[src/epi_pkg.sv]
// constants, types and register map for the external pin interrupt block
// assumes one system clock; the core and software sit on that clock
package epi_pkg;

    localparam int unsigned EPI_AW         = 8;
    localparam int unsigned EPI_DW         = 8;
    localparam int unsigned EPI_GRP_W      = 8;
    localparam int unsigned EPI_SYNC_DEPTH = 2;

    ////////////////////////////////////////////////////////////////////////////
    // register offsets
    localparam logic [7:0] EPI_OFS_MASK_LOW  = 8'h12;
    localparam logic [7:0] EPI_OFS_MASK_HIGH = 8'h20;
    localparam logic [7:0] EPI_OFS_ENABLE    = 8'h3b;
    localparam logic [7:0] EPI_OFS_SENSE     = 8'h35;
    localparam logic [7:0] EPI_OFS_FLAGS     = 8'h3a;

    // reset values
    localparam logic [7:0] EPI_RST_MASK   = 8'h00;
    localparam logic [7:0] EPI_RST_ENABLE = 8'h00;
    localparam logic [1:0] EPI_RST_SENSE  = 2'h0;

    // field positions in enable, flag and sense registers
    localparam int unsigned EPI_BIT_DED  = 6;
    localparam int unsigned EPI_BIT_GRP1 = 5;
    localparam int unsigned EPI_BIT_GRP0 = 4;
    localparam int unsigned EPI_BIT_SLO  = 0;
    localparam int unsigned EPI_BIT_SHI  = 1;

    // vector addresses
    localparam logic [15:0] EPI_VEC_NONE = 16'h0000;
    localparam logic [15:0] EPI_VEC_DED  = 16'h0001;
    localparam logic [15:0] EPI_VEC_GRP0 = 16'h0002;
    localparam logic [15:0] EPI_VEC_GRP1 = 16'h0003;

    ////////////////////////////////////////////////////////////////////////////
    typedef enum logic [1:0] {
        EPI_SENSE_LOW  = 2'b00,
        EPI_SENSE_ANY  = 2'b01,
        EPI_SENSE_FALL = 2'b10,
        EPI_SENSE_RISE = 2'b11
    } epi_sense_t;

    typedef enum logic [1:0] {
        EPI_SLP_ACTIVE = 2'b00,
        EPI_SLP_IDLE   = 2'b01,
        EPI_SLP_ADCNR  = 2'b10,
        EPI_SLP_PDOWN  = 2'b11
    } epi_sleep_t;

    typedef struct packed {
        logic grp1;
        logic grp0;
        logic ded;
    } epi_src_t;

    typedef struct packed {
        logic [7:0] addr;
        logic [7:0] wdata;
        logic       wr;
        logic       rd;
    } epi_bus_req_t;

endpackage

[src/epi_change_det.sv]
// edge and toggle detector on synchronised levels
// assumes the input already passed a synchroniser; arms after the chain fills
`timescale 1ns/10ps
module epi_change_det #(
    parameter int unsigned W = 8
) (
    // clock and reset
    input  wire logic         clock,
    input  wire logic         rst_b,
    // levels and events
    input  wire logic [W-1:0] level,
    output logic              armed,
    output logic      [W-1:0] toggled,
    output logic      [W-1:0] rose,
    output logic      [W-1:0] fell
);
    logic [W-1:0] prev_ff;
    logic [2:0]   fill_ff;

    // arming hides the fake change from reset zeros in the chain
    always_ff @(posedge clock) begin
        if (!rst_b) begin
            prev_ff <= '0;
            fill_ff <= 3'h0;
        end else begin
            prev_ff <= level;
            fill_ff <= {fill_ff[1:0], 1'b1};
        end
    end

    assign armed   = fill_ff[2];
    assign toggled = armed ? (level ^ prev_ff) : '0;
    assign rose    = toggled & level;
    assign fell    = toggled & ~level;
endmodule // epi_change_det

[src/epi_core.sv]
// external pin interrupt block: dedicated pin, two pin-change groups,
// flags, enables, request and vector to the core, wake and clock gating
// assumes core strobes, gie, ack and sleep state are on clock
//
// Notes on behaviour
// - group zero requests on toggles of enabled pins 0-7, group one on 8-15
// - pad levels are sensed even when the pins drive as outputs
// - pin changes on all sixteen inputs can wake the part from deep sleep
// - sense field: 00 low, 01 any change, 10 falling, 11 rising
// - level mode with enable keeps requesting while the pin stays low
// - dedicated low level and edges can wake the part from deep sleep
// - io clock runs only when active or idle
// - wake persists if the level vanishes; then no request is made
// - dedicated request needs enable bit 6 and global enable
// - group one uses enable bit 5, group zero bit 4, both need gie
// - a per-pin mask bit counts only while its group enable is set
// - flag 6 set by dedicated edge; cleared by vector ack or writing one
// - dedicated flag is held zero in level sense mode
// - flags 5 and 4 set on group change; cleared by ack or writing one
// - set flag with its enable and gie branches to its vector
// - bits 7 and 3:0 of enable and flag registers read zero
// - vectors: dedicated 0x0001, group zero 0x0002, group one 0x0003
`timescale 1ns/10ps
module epi_core
    import epi_pkg::*;
(
    // clock and reset
    input  wire logic                 clock,
    input  wire logic                 rst_b,
    // register port
    input  wire epi_pkg::epi_bus_req_t bus_req,
    output logic [epi_pkg::EPI_DW-1:0] bus_rdata,
    // pads
    input  wire logic                 dedicated_irq_pin,
    input  wire logic [15:0]          pin_change_input,
    // core side
    input  wire logic                 gie,
    input  wire epi_pkg::epi_src_t    vec_ack,
    input  wire epi_pkg::epi_sleep_t  sleep_mode,
    output epi_pkg::epi_src_t         irq_req,
    output logic [15:0]               irq_vector,
    output logic                      wake_req,
    output logic                      io_clk_run
);
    import epi_pkg::*;

    ////////////////////////////////////////////////////////////////////////////
    // pad synchronisation and change detection
    logic [16:0] pad_sync;
    logic        armed;
    logic [16:0] pad_tog;
    logic [16:0] pad_rise;
    logic [16:0] pad_fall;

    // pad levels, not port registers, so output pins still trigger
    epi_sync #(.W(17)) u_sync (
        .clock    (clock),
        .rst_b    (rst_b),
        .async_in ({dedicated_irq_pin, pin_change_input}),
        .sync_out (pad_sync)
    );

    epi_change_det #(.W(17)) u_det (
        .clock   (clock),
        .rst_b   (rst_b),
        .level   (pad_sync),
        .armed   (armed),
        .toggled (pad_tog),
        .rose    (pad_rise),
        .fell    (pad_fall)
    );

    ////////////////////////////////////////////////////////////////////////////
    // registers
    logic [7:0]  mask_low_ff;
    logic [7:0]  mask_high_ff;
    logic [2:0]  enable_ff;
    epi_sense_t  sense_ff;
    epi_src_t    flag_ff;
    epi_src_t    req_ff;
    logic [15:0] vec_ff;
    logic [7:0]  rdata_ff;
    logic        wake_ff;

    function automatic logic group_hit(input logic [7:0] tog,
                                       input logic [7:0] mask,
                                       input logic       en);
        group_hit = en & |(tog & mask);
    endfunction

    ////////////////////////////////////////////////////////////////////////////
    // decode
    wire wr_mlow  = bus_req.wr && bus_req.addr == EPI_OFS_MASK_LOW;
    wire wr_mhigh = bus_req.wr && bus_req.addr == EPI_OFS_MASK_HIGH;
    wire wr_en    = bus_req.wr && bus_req.addr == EPI_OFS_ENABLE;
    wire wr_sense = bus_req.wr && bus_req.addr == EPI_OFS_SENSE;
    wire wr_flags = bus_req.wr && bus_req.addr == EPI_OFS_FLAGS;

    wire en_ded  = enable_ff[2];
    wire en_grp1 = enable_ff[1];
    wire en_grp0 = enable_ff[0];

    wire [2:0] nxt_enable = wr_en ? {bus_req.wdata[EPI_BIT_DED],
                                     bus_req.wdata[EPI_BIT_GRP1],
                                     bus_req.wdata[EPI_BIT_GRP0]} : enable_ff;

    wire epi_sense_t nxt_sense = wr_sense ?
        epi_sense_t'({bus_req.wdata[EPI_BIT_SHI], bus_req.wdata[EPI_BIT_SLO]})
        : sense_ff;

    ////////////////////////////////////////////////////////////////////////////
    // event detection
    wire ded_level = pad_sync[16];
    wire ded_low   = armed & ~ded_level;

    // mask bit only counts with group enable
    wire hit_grp0 = group_hit(pad_tog[7:0], mask_low_ff, en_grp0);
    wire hit_grp1 = group_hit(pad_tog[15:8], mask_high_ff, en_grp1);

    logic hit_ded;
    always_comb begin
        unique case (sense_ff)
            EPI_SENSE_LOW:  hit_ded = 1'b0;
            EPI_SENSE_ANY:  hit_ded = pad_tog[16];
            EPI_SENSE_FALL: hit_ded = pad_fall[16];
            EPI_SENSE_RISE: hit_ded = pad_rise[16];
        endcase
    end

    ////////////////////////////////////////////////////////////////////////////
    // flags: write one or ack clears, a hit in the same cycle wins
    wire clr_ded  = (wr_flags & bus_req.wdata[EPI_BIT_DED])  | vec_ack.ded;
    wire clr_grp1 = (wr_flags & bus_req.wdata[EPI_BIT_GRP1]) | vec_ack.grp1;
    wire clr_grp0 = (wr_flags & bus_req.wdata[EPI_BIT_GRP0]) | vec_ack.grp0;

    // level mode forces zero at once, including the cycle of the sense write
    wire nxt_flag_ded = (nxt_sense == EPI_SENSE_LOW) ? 1'b0 :
                        (hit_ded | (flag_ff.ded & ~clr_ded));
    wire nxt_flag_grp1 = hit_grp1 | (flag_ff.grp1 & ~clr_grp1);
    wire nxt_flag_grp0 = hit_grp0 | (flag_ff.grp0 & ~clr_grp0);

    ////////////////////////////////////////////////////////////////////////////
    // requests to the core and vector selection
    // level request follows the pin; if it goes away no request is made
    wire ded_src = (sense_ff == EPI_SENSE_LOW) ? ded_low : flag_ff.ded;
    wire nxt_req_ded  = gie & en_ded & ded_src;
    wire nxt_req_grp0 = gie & en_grp0 & flag_ff.grp0;
    wire nxt_req_grp1 = gie & en_grp1 & flag_ff.grp1;

    // lowest address wins, like the core's fixed priority
    wire [15:0] nxt_vec = nxt_req_ded  ? EPI_VEC_DED  :
                          nxt_req_grp0 ? EPI_VEC_GRP0 :
                          nxt_req_grp1 ? EPI_VEC_GRP1 : EPI_VEC_NONE;

    ////////////////////////////////////////////////////////////////////////////
    // sleep: io clock gating and wake
    wire deep_sleep = (sleep_mode == EPI_SLP_ADCNR) || (sleep_mode == EPI_SLP_PDOWN);
    wire nxt_io_run = ~deep_sleep;

    // detection runs on clock, which stays alive while io clock is halted
    // a low pin wakes only in level mode; edge modes wait for their edge
    wire wake_hit = (en_ded & (hit_ded | ((sense_ff == EPI_SENSE_LOW) & ded_low)))
                  | hit_grp0 | hit_grp1;
    // wake sticks until the core is active again, even if the level left
    wire nxt_wake = (sleep_mode == EPI_SLP_ACTIVE) ? 1'b0 :
                    (wake_ff | (deep_sleep & wake_hit));

    ////////////////////////////////////////////////////////////////////////////
    // read mux; reserved bits fixed at zero
    wire [7:0] rd_enable = {1'b0, en_ded, en_grp1, en_grp0, 4'h0};
    wire [7:0] rd_flags  = {1'b0, flag_ff.ded, flag_ff.grp1,
                            flag_ff.grp0, 4'h0};
    wire [7:0] rd_sense  = {6'h00, sense_ff};

    wire [7:0] rd_mux = (bus_req.addr == EPI_OFS_MASK_LOW)  ? mask_low_ff  :
                        (bus_req.addr == EPI_OFS_MASK_HIGH) ? mask_high_ff :
                        (bus_req.addr == EPI_OFS_ENABLE)    ? rd_enable    :
                        (bus_req.addr == EPI_OFS_FLAGS)     ? rd_flags     :
                        (bus_req.addr == EPI_OFS_SENSE)     ? rd_sense     : 8'h00;

    wire [7:0] nxt_rdata = bus_req.rd ? rd_mux : 8'h00;

    ////////////////////////////////////////////////////////////////////////////
    // state
    always_ff @(posedge clock) begin
        if (!rst_b) begin
            mask_low_ff  <= EPI_RST_MASK;
            mask_high_ff <= EPI_RST_MASK;
            enable_ff    <= EPI_RST_ENABLE[EPI_BIT_DED:EPI_BIT_GRP0];
            sense_ff     <= epi_sense_t'(EPI_RST_SENSE);
        end else begin
            if (wr_mlow) begin
                mask_low_ff <= bus_req.wdata;
            end
            if (wr_mhigh) begin
                mask_high_ff <= bus_req.wdata;
            end
            enable_ff <= nxt_enable;
            sense_ff  <= nxt_sense;
        end
    end

    always_ff @(posedge clock) begin
        if (!rst_b) begin
            flag_ff  <= '0;
            req_ff   <= '0;
            vec_ff   <= EPI_VEC_NONE;
            rdata_ff <= 8'h00;
            wake_ff  <= 1'b0;
        end else begin
            flag_ff  <= '{grp1: nxt_flag_grp1, grp0: nxt_flag_grp0, ded: nxt_flag_ded};
            req_ff   <= '{grp1: nxt_req_grp1, grp0: nxt_req_grp0, ded: nxt_req_ded};
            vec_ff   <= nxt_vec;
            rdata_ff <= nxt_rdata;
            wake_ff  <= nxt_wake;
        end
    end

    logic io_run_ff;
    always_ff @(posedge clock) begin
        if (!rst_b) begin
            io_run_ff <= 1'b1;
        end else begin
            io_run_ff <= nxt_io_run;
        end
    end

    assign bus_rdata  = rdata_ff;
    assign irq_req    = req_ff;
    assign irq_vector = vec_ff;
    assign wake_req   = wake_ff;
    assign io_clk_run = io_run_ff;

    ////////////////////////////////////////////////////////////////////////////
    // checks
    level_flag_zero_a: assert property (@(posedge clock) disable iff (!rst_b)
        sense_ff == EPI_SENSE_LOW |-> !flag_ff.ded)
        else $error("dedicated flag set in level mode");

    group0_set_a: assert property (@(posedge clock) disable iff (!rst_b)
        (armed && en_grp0 && |(pad_tog[7:0] & mask_low_ff)) |=> flag_ff.grp0)
        else $error("group zero change did not set flag");

    group1_mask_a: assert property (@(posedge clock) disable iff (!rst_b)
        (!flag_ff.grp1 && !en_grp1) |=> !flag_ff.grp1)
        else $error("group one flag set while group disabled");

    set_wins_a: assert property (@(posedge clock) disable iff (!rst_b)
        (hit_grp1 && clr_grp1) |=> flag_ff.grp1)
        else $error("change lost against a clear");

    flag_clear_a: assert property (@(posedge clock) disable iff (!rst_b)
        (vec_ack.grp0 && !hit_grp0) |=> !flag_ff.grp0)
        else $error("group zero flag not cleared by ack");

    ded_clear_a: assert property (@(posedge clock) disable iff (!rst_b)
        (wr_flags && bus_req.wdata[EPI_BIT_DED] && !hit_ded) |=> !flag_ff.ded)
        else $error("dedicated flag not cleared by write one");

    fall_edge_a: assert property (@(posedge clock) disable iff (!rst_b)
        (sense_ff == EPI_SENSE_FALL && !wr_sense && $fell(pad_sync[16]) && armed)
        |=> flag_ff.ded)
        else $error("falling edge missed");

    level_req_a: assert property (@(posedge clock) disable iff (!rst_b)
        (sense_ff == EPI_SENSE_LOW && gie && en_ded && ded_low)[*2] |-> req_ff.ded)
        else $error("level request not held while pin low");

    req_gate_a: assert property (@(posedge clock) disable iff (!rst_b)
        !gie |=> (req_ff == '0 && vec_ff == EPI_VEC_NONE))
        else $error("request raised without global enable");

    vector_a: assert property (@(posedge clock) disable iff (!rst_b)
        req_ff.ded |-> vec_ff == EPI_VEC_DED)
        else $error("wrong vector for dedicated request");

    reserved_a: assert property (@(posedge clock) disable iff (!rst_b)
        (bus_req.rd && (bus_req.addr == EPI_OFS_ENABLE || bus_req.addr == EPI_OFS_FLAGS))
        |=> (bus_rdata[7] == 1'b0 && bus_rdata[3:0] == 4'h0))
        else $error("reserved bits read non-zero");

    io_clock_a: assert property (@(posedge clock) disable iff (!rst_b)
        deep_sleep |=> !io_clk_run)
        else $error("io clock running in deep sleep");

    group_wake_a: assert property (@(posedge clock) disable iff (!rst_b)
        (deep_sleep && (hit_grp0 || hit_grp1)) |=> wake_req)
        else $error("pin change did not wake");

    level_wake_a: assert property (@(posedge clock) disable iff (!rst_b)
        (deep_sleep && en_ded && sense_ff == EPI_SENSE_LOW && ded_low) |=> wake_req)
        else $error("low level did not wake");

    wake_hold_a: assert property (@(posedge clock) disable iff (!rst_b)
        (wake_req && sleep_mode != EPI_SLP_ACTIVE) |=> wake_req)
        else $error("wake dropped before core active");
endmodule // epi_core

[src/epi_sync.sv]
// two-flop synchroniser for a vector of pad levels
// assumes the pads are asynchronous to clock
`timescale 1ns/10ps
module epi_sync #(
    parameter int unsigned W = 8
) (
    // clock and reset
    input  wire logic         clock,
    input  wire logic         rst_b,
    // levels
    input  wire logic [W-1:0] async_in,
    output logic      [W-1:0] sync_out
);
    logic [W-1:0] meta_ff;
    logic [W-1:0] sync_ff;

    // first stage is read only by the second
    always_ff @(posedge clock) begin
        if (!rst_b) begin
            meta_ff <= '0;
            sync_ff <= '0;
        end else begin
            meta_ff <= async_in;
            sync_ff <= meta_ff;
        end
    end

    assign sync_out = sync_ff;
endmodule // epi_sync

[config.mk]
export PLATFORM = sky130hd
export DESIGN_NAME = epi_core
export DESIGN_NICKNAME = d
export VERILOG_FILES = /design/src/epi_pkg.sv /design/src/epi_change_det.sv /design/src/epi_core.sv /design/src/epi_sync.sv
export SDC_FILE = /design/constraint.sdc
export NUM_CORES = 1
export LEC_CHECK = 0
export ABC_AREA = 1
export BUFFER_PORTS_ARGS = -buffer_cell sky130_fd_sc_hd__buf_2
export CORE_ASPECT_RATIO = 0.7
export CORE_MARGIN = 2
export CORE_UTILIZATION = 25
export DETAILED_ROUTE_END_ITERATION = 10
export PLACE_DENSITY = 0.43
export SLEW_MARGIN = 20
export SYNTH_ARGS = -nofsm -noshare
export SYNTH_HDL_FRONTEND = slang
export SYNTH_SLANG_ARGS = --single-unit
[constraint.sdc]
create_clock -name clock -period 1.1 [get_ports clock]
set_input_delay 0 -clock clock [delete_from_list [all_inputs] [get_ports clock]]
set_output_delay 0 -clock clock [all_outputs]
set_load 0.1 [all_outputs]
==> flow_summary.yaml <==
clock_network:
  clk_pin_slew_worst_paths_ns: 0.06
  clkLatencyLatePin_ns: 0.33
  clockBufferDepth: 2
  cts_htree_levels: 3
  cts_made_buffers: 9
  cts.sinks: 93
  tritoncts: "built"
  cts_root_buf: "clkbuf_16"
worst_setup_path:
  rr_endpoint: "wake_req$_SDFF_PP0_"
  crit_fanout: 3
  r2r_cells: 10
  crit_arrival_ns: 1.37
  critical_path_class: "flip-flop to flip-flop"
  required_ns: 1.31
  worstSetupEndpointType: "flip-flop"
  worstReg2RegStart: "u_sync.sync_out[13]$_SDFF_PN0_"
  reg2reg_slack_ns: -0.06
  critical_path.startpoint: "u_sync.sync_out[13]$_SDFF_PN0_"
  start_kind: "flip-flop"
logic_synthesis:
  syn_inst: 503
  synth_top_flop_cell: "dfxtp_1"
  ys_top_cells_by_area: "dfxtp_1 (50%), nand2_1 (15%), inv_1 (11%)"
  yosysWarnings: 0
  synth_area_sq_um: 3690
  syn_area_per_cell_sq_um: 7.34
  synth_common_cells: "nand2_1 (146), inv_1 (108), dfxtp_1 (93), nand3_1 (29), nor2_1 (26)"
  yosysTopAreaCell: "dfxtp_1"
  seq_area_frac_synth_pct: 50.4
  synth_cell_types: 31
  postSynth.asyncResetShare_pct: 0
  synth.most_common_cell: "nand2_1"
  synth.ff_latch_count: 93
  synth_top_area_share_pct: 50.4
  synth_edf_count: 0
power:
  power_density_nw_per_um2: 1460
  leakagePower_nw: 2.66
  vdd_drop_max_mv: 0.645
global_routing:
  grt_pass1_wl_microns: 14000
  grt_max_degree: 36
  antenna_found_initial: 0
  grt_overflow_total: 0
  grt.total_usage_pct: 11.3
  grt_pass1_vias: 2991
die:
  core_sq_um: 14600
  io_pins: 72
  die_h_microns: 106
  row_count: 37
  dieArea_sq_um: 15800
  dieWidth_microns: 149
  start_util_pct: 25.3
detailed_routing:
  route.vias.total: 3138
  drc: 0
  routed_via_density: 3.84
  antenna_left: 0
  wl_microns: 8480
  first_pass_iters: 4
  drt_iter0_drc: 123
  wl_per_cell_microns: 10.4
timing:
  tns_ns: -0.0669
  setup-violations-final: 2
  fmax_ghz: 0.861
  finalCritPeriodShare_pct: 106
  fin_crit_ns: 1.16
  hold_violations: 0
  finalClockSkew_ns: 0.00496
  whs_ns: 0.0269
  setup_slack_ns: -0.0609
  finalMaxSlewViolations: 0
  rsz0062_at_grt: "true"
layout:
  drive_above_1_share_pct: 25.0
  nNetsFinal: 662
  antennaDiodeCount: 0
  n_fill_cell: 1584
  syn2layout_area_growth_pct: 38.8
min_path:
  hold_class: "input pin to flip-flop"
  hold_start: "vec_ack[0]"
  min_to: "flag_ff[0]$_SDFF_PP0_"
  holdPathStages: 4
outcome:
  status: "finished, violations left"
  violations: "negative setup slack"
placed_design:
  dp_hpwl_microns: 6370
  routabilityCongestion: 0.816
  io_buffers: 57
  dp_slack_ns: -0.0938
flow_run:
  drv_cap: 0
power breakdown:
group	switching (mW)	internal, mW
Sequential	0.0368	3.46
Clock	1.20	2.11
Combinational	0.455	0.227
Total	1.70	5.79
state kept, by name (all words and copies together), names as in the netlist, 2 cells and up:
signal,flops
u_sync.meta_ff,17
irq_req,3
u_sync.sync_out,17
mask_low_ff,8
mask_high_ff,8
u_det.fill_ff,3
flag_ff,3
enable_ff,3
irq_vector,2
sense_ff,2
bus_rdata,8
u_det.prev_ff,17
layout make-up:
cell class	count	area (sq um)	share of cell area, %
Sequential cell	93	1890	36.8
Tap cell	195	244	4.76
Inverter	114	428	8.35
Timing Repair Buffer	117	900	17.5
Multi-Input combinational cell	284	1350	26.2
Clock buffer	12	256	5.00
Clock inverter	3	68.8	1.34
what timing repair did:
item,in CTS,in global routing
pin swaps,12,16
endpoints found under the setup margin,4,14
gates cloned,0,0
hold buffers,31,0
setup buffers,0,1
endpoints found under the hold margin,36,0
resized for setup,19,26
worst max-delay path by stage:
stage               depth (start not counted)                     to  slack, ns
finish                                     10    wake_req$_SDFF_PP0_      -0.06
global route                               10    wake_req$_SDFF_PP0_      -0.18
CTS                                        10    wake_req$_SDFF_PP0_      -0.08
detailed placement                         10    wake_req$_SDFF_PP0_      -0.09
global placement                            9  flag_ff[0]$_SDFF_PP0_      -0.09
floorplan                                   8    wake_req$_SDFF_PP0_       0.12
stage by stage:
step | cells | power, mW | instance area (sq um) | util [%]
after floorplan | 516 | 4.00 | 3740 | -
after global placement | 771 | 4.15 | 4390 | 30.1
after detailed placement | 771 | 4.16 | 4390 | 30.1
after CTS | 817 | 7.61 | 5060 | 34.7
after global routing | 818 | 7.81 | 5130 | 35.2
final | 818 | 7.49 | 5130 | 35.2
layer usage:
metal	up-vias	part of all wire (%)	GRT usage [%]	wire (microns)
met5	-	0	0	0
li1	1706	-	-	-
met4	0	1.0	3.27	85
met2	75	41	17.1	3440
met3	9	5.8	3.55	494
met1	1348	53	15.5	4460
worst max-delay path, cell delays in order, from the launching register on:
cell	delay, ns
dfxtp_2	0.32
inv_1	0.05
nand2_1	0.05
nand3_1	0.05
o21ai_1	0.06
nor2_1	0.12
nand2_2	0.10
nand2_2	0.11
nand3_2	0.08
nand2_1	0.06
a21oi_1	0.05
cell usage in the layout, fill, tap and decap left out, types with 2 or more instances in the layout:
cell           count
nand2_1          142
inv_1            102
dfxtp_1           74
buf_2             49
dlygate4sd3_1     31
buf_4             27
nand3_1           26
nor2_1            25
a21oi_1           21
dfxtp_2           19
o21ai_1           16
conb_1            14
inv_2             12
clkbuf_16          9
nand2_2            8
buf_12             5
o21ai_0            4
nand3_2            4
clkbuf_4           4
nor2_4             3
nand4_1            3
nor2_2             2
nor3_1             2
nor4_4             2
a21oi_2            2
clkbuf_8           2
bufinv_16          2
cells by family (layout without fill, tap and decap cells):
logic type             after synthesis  after routing  synth area share (%)
AND/OR/NAND/NOR                    221            221                  26.4
AO/OA/AOI/OAI                       49             49                  7.32
flip-flops                          93             93                  50.4
other                                1             14                 0.102
buffers and inverters              139            246                  15.8
Note: power is estimated with default switching activity, not from simulation.
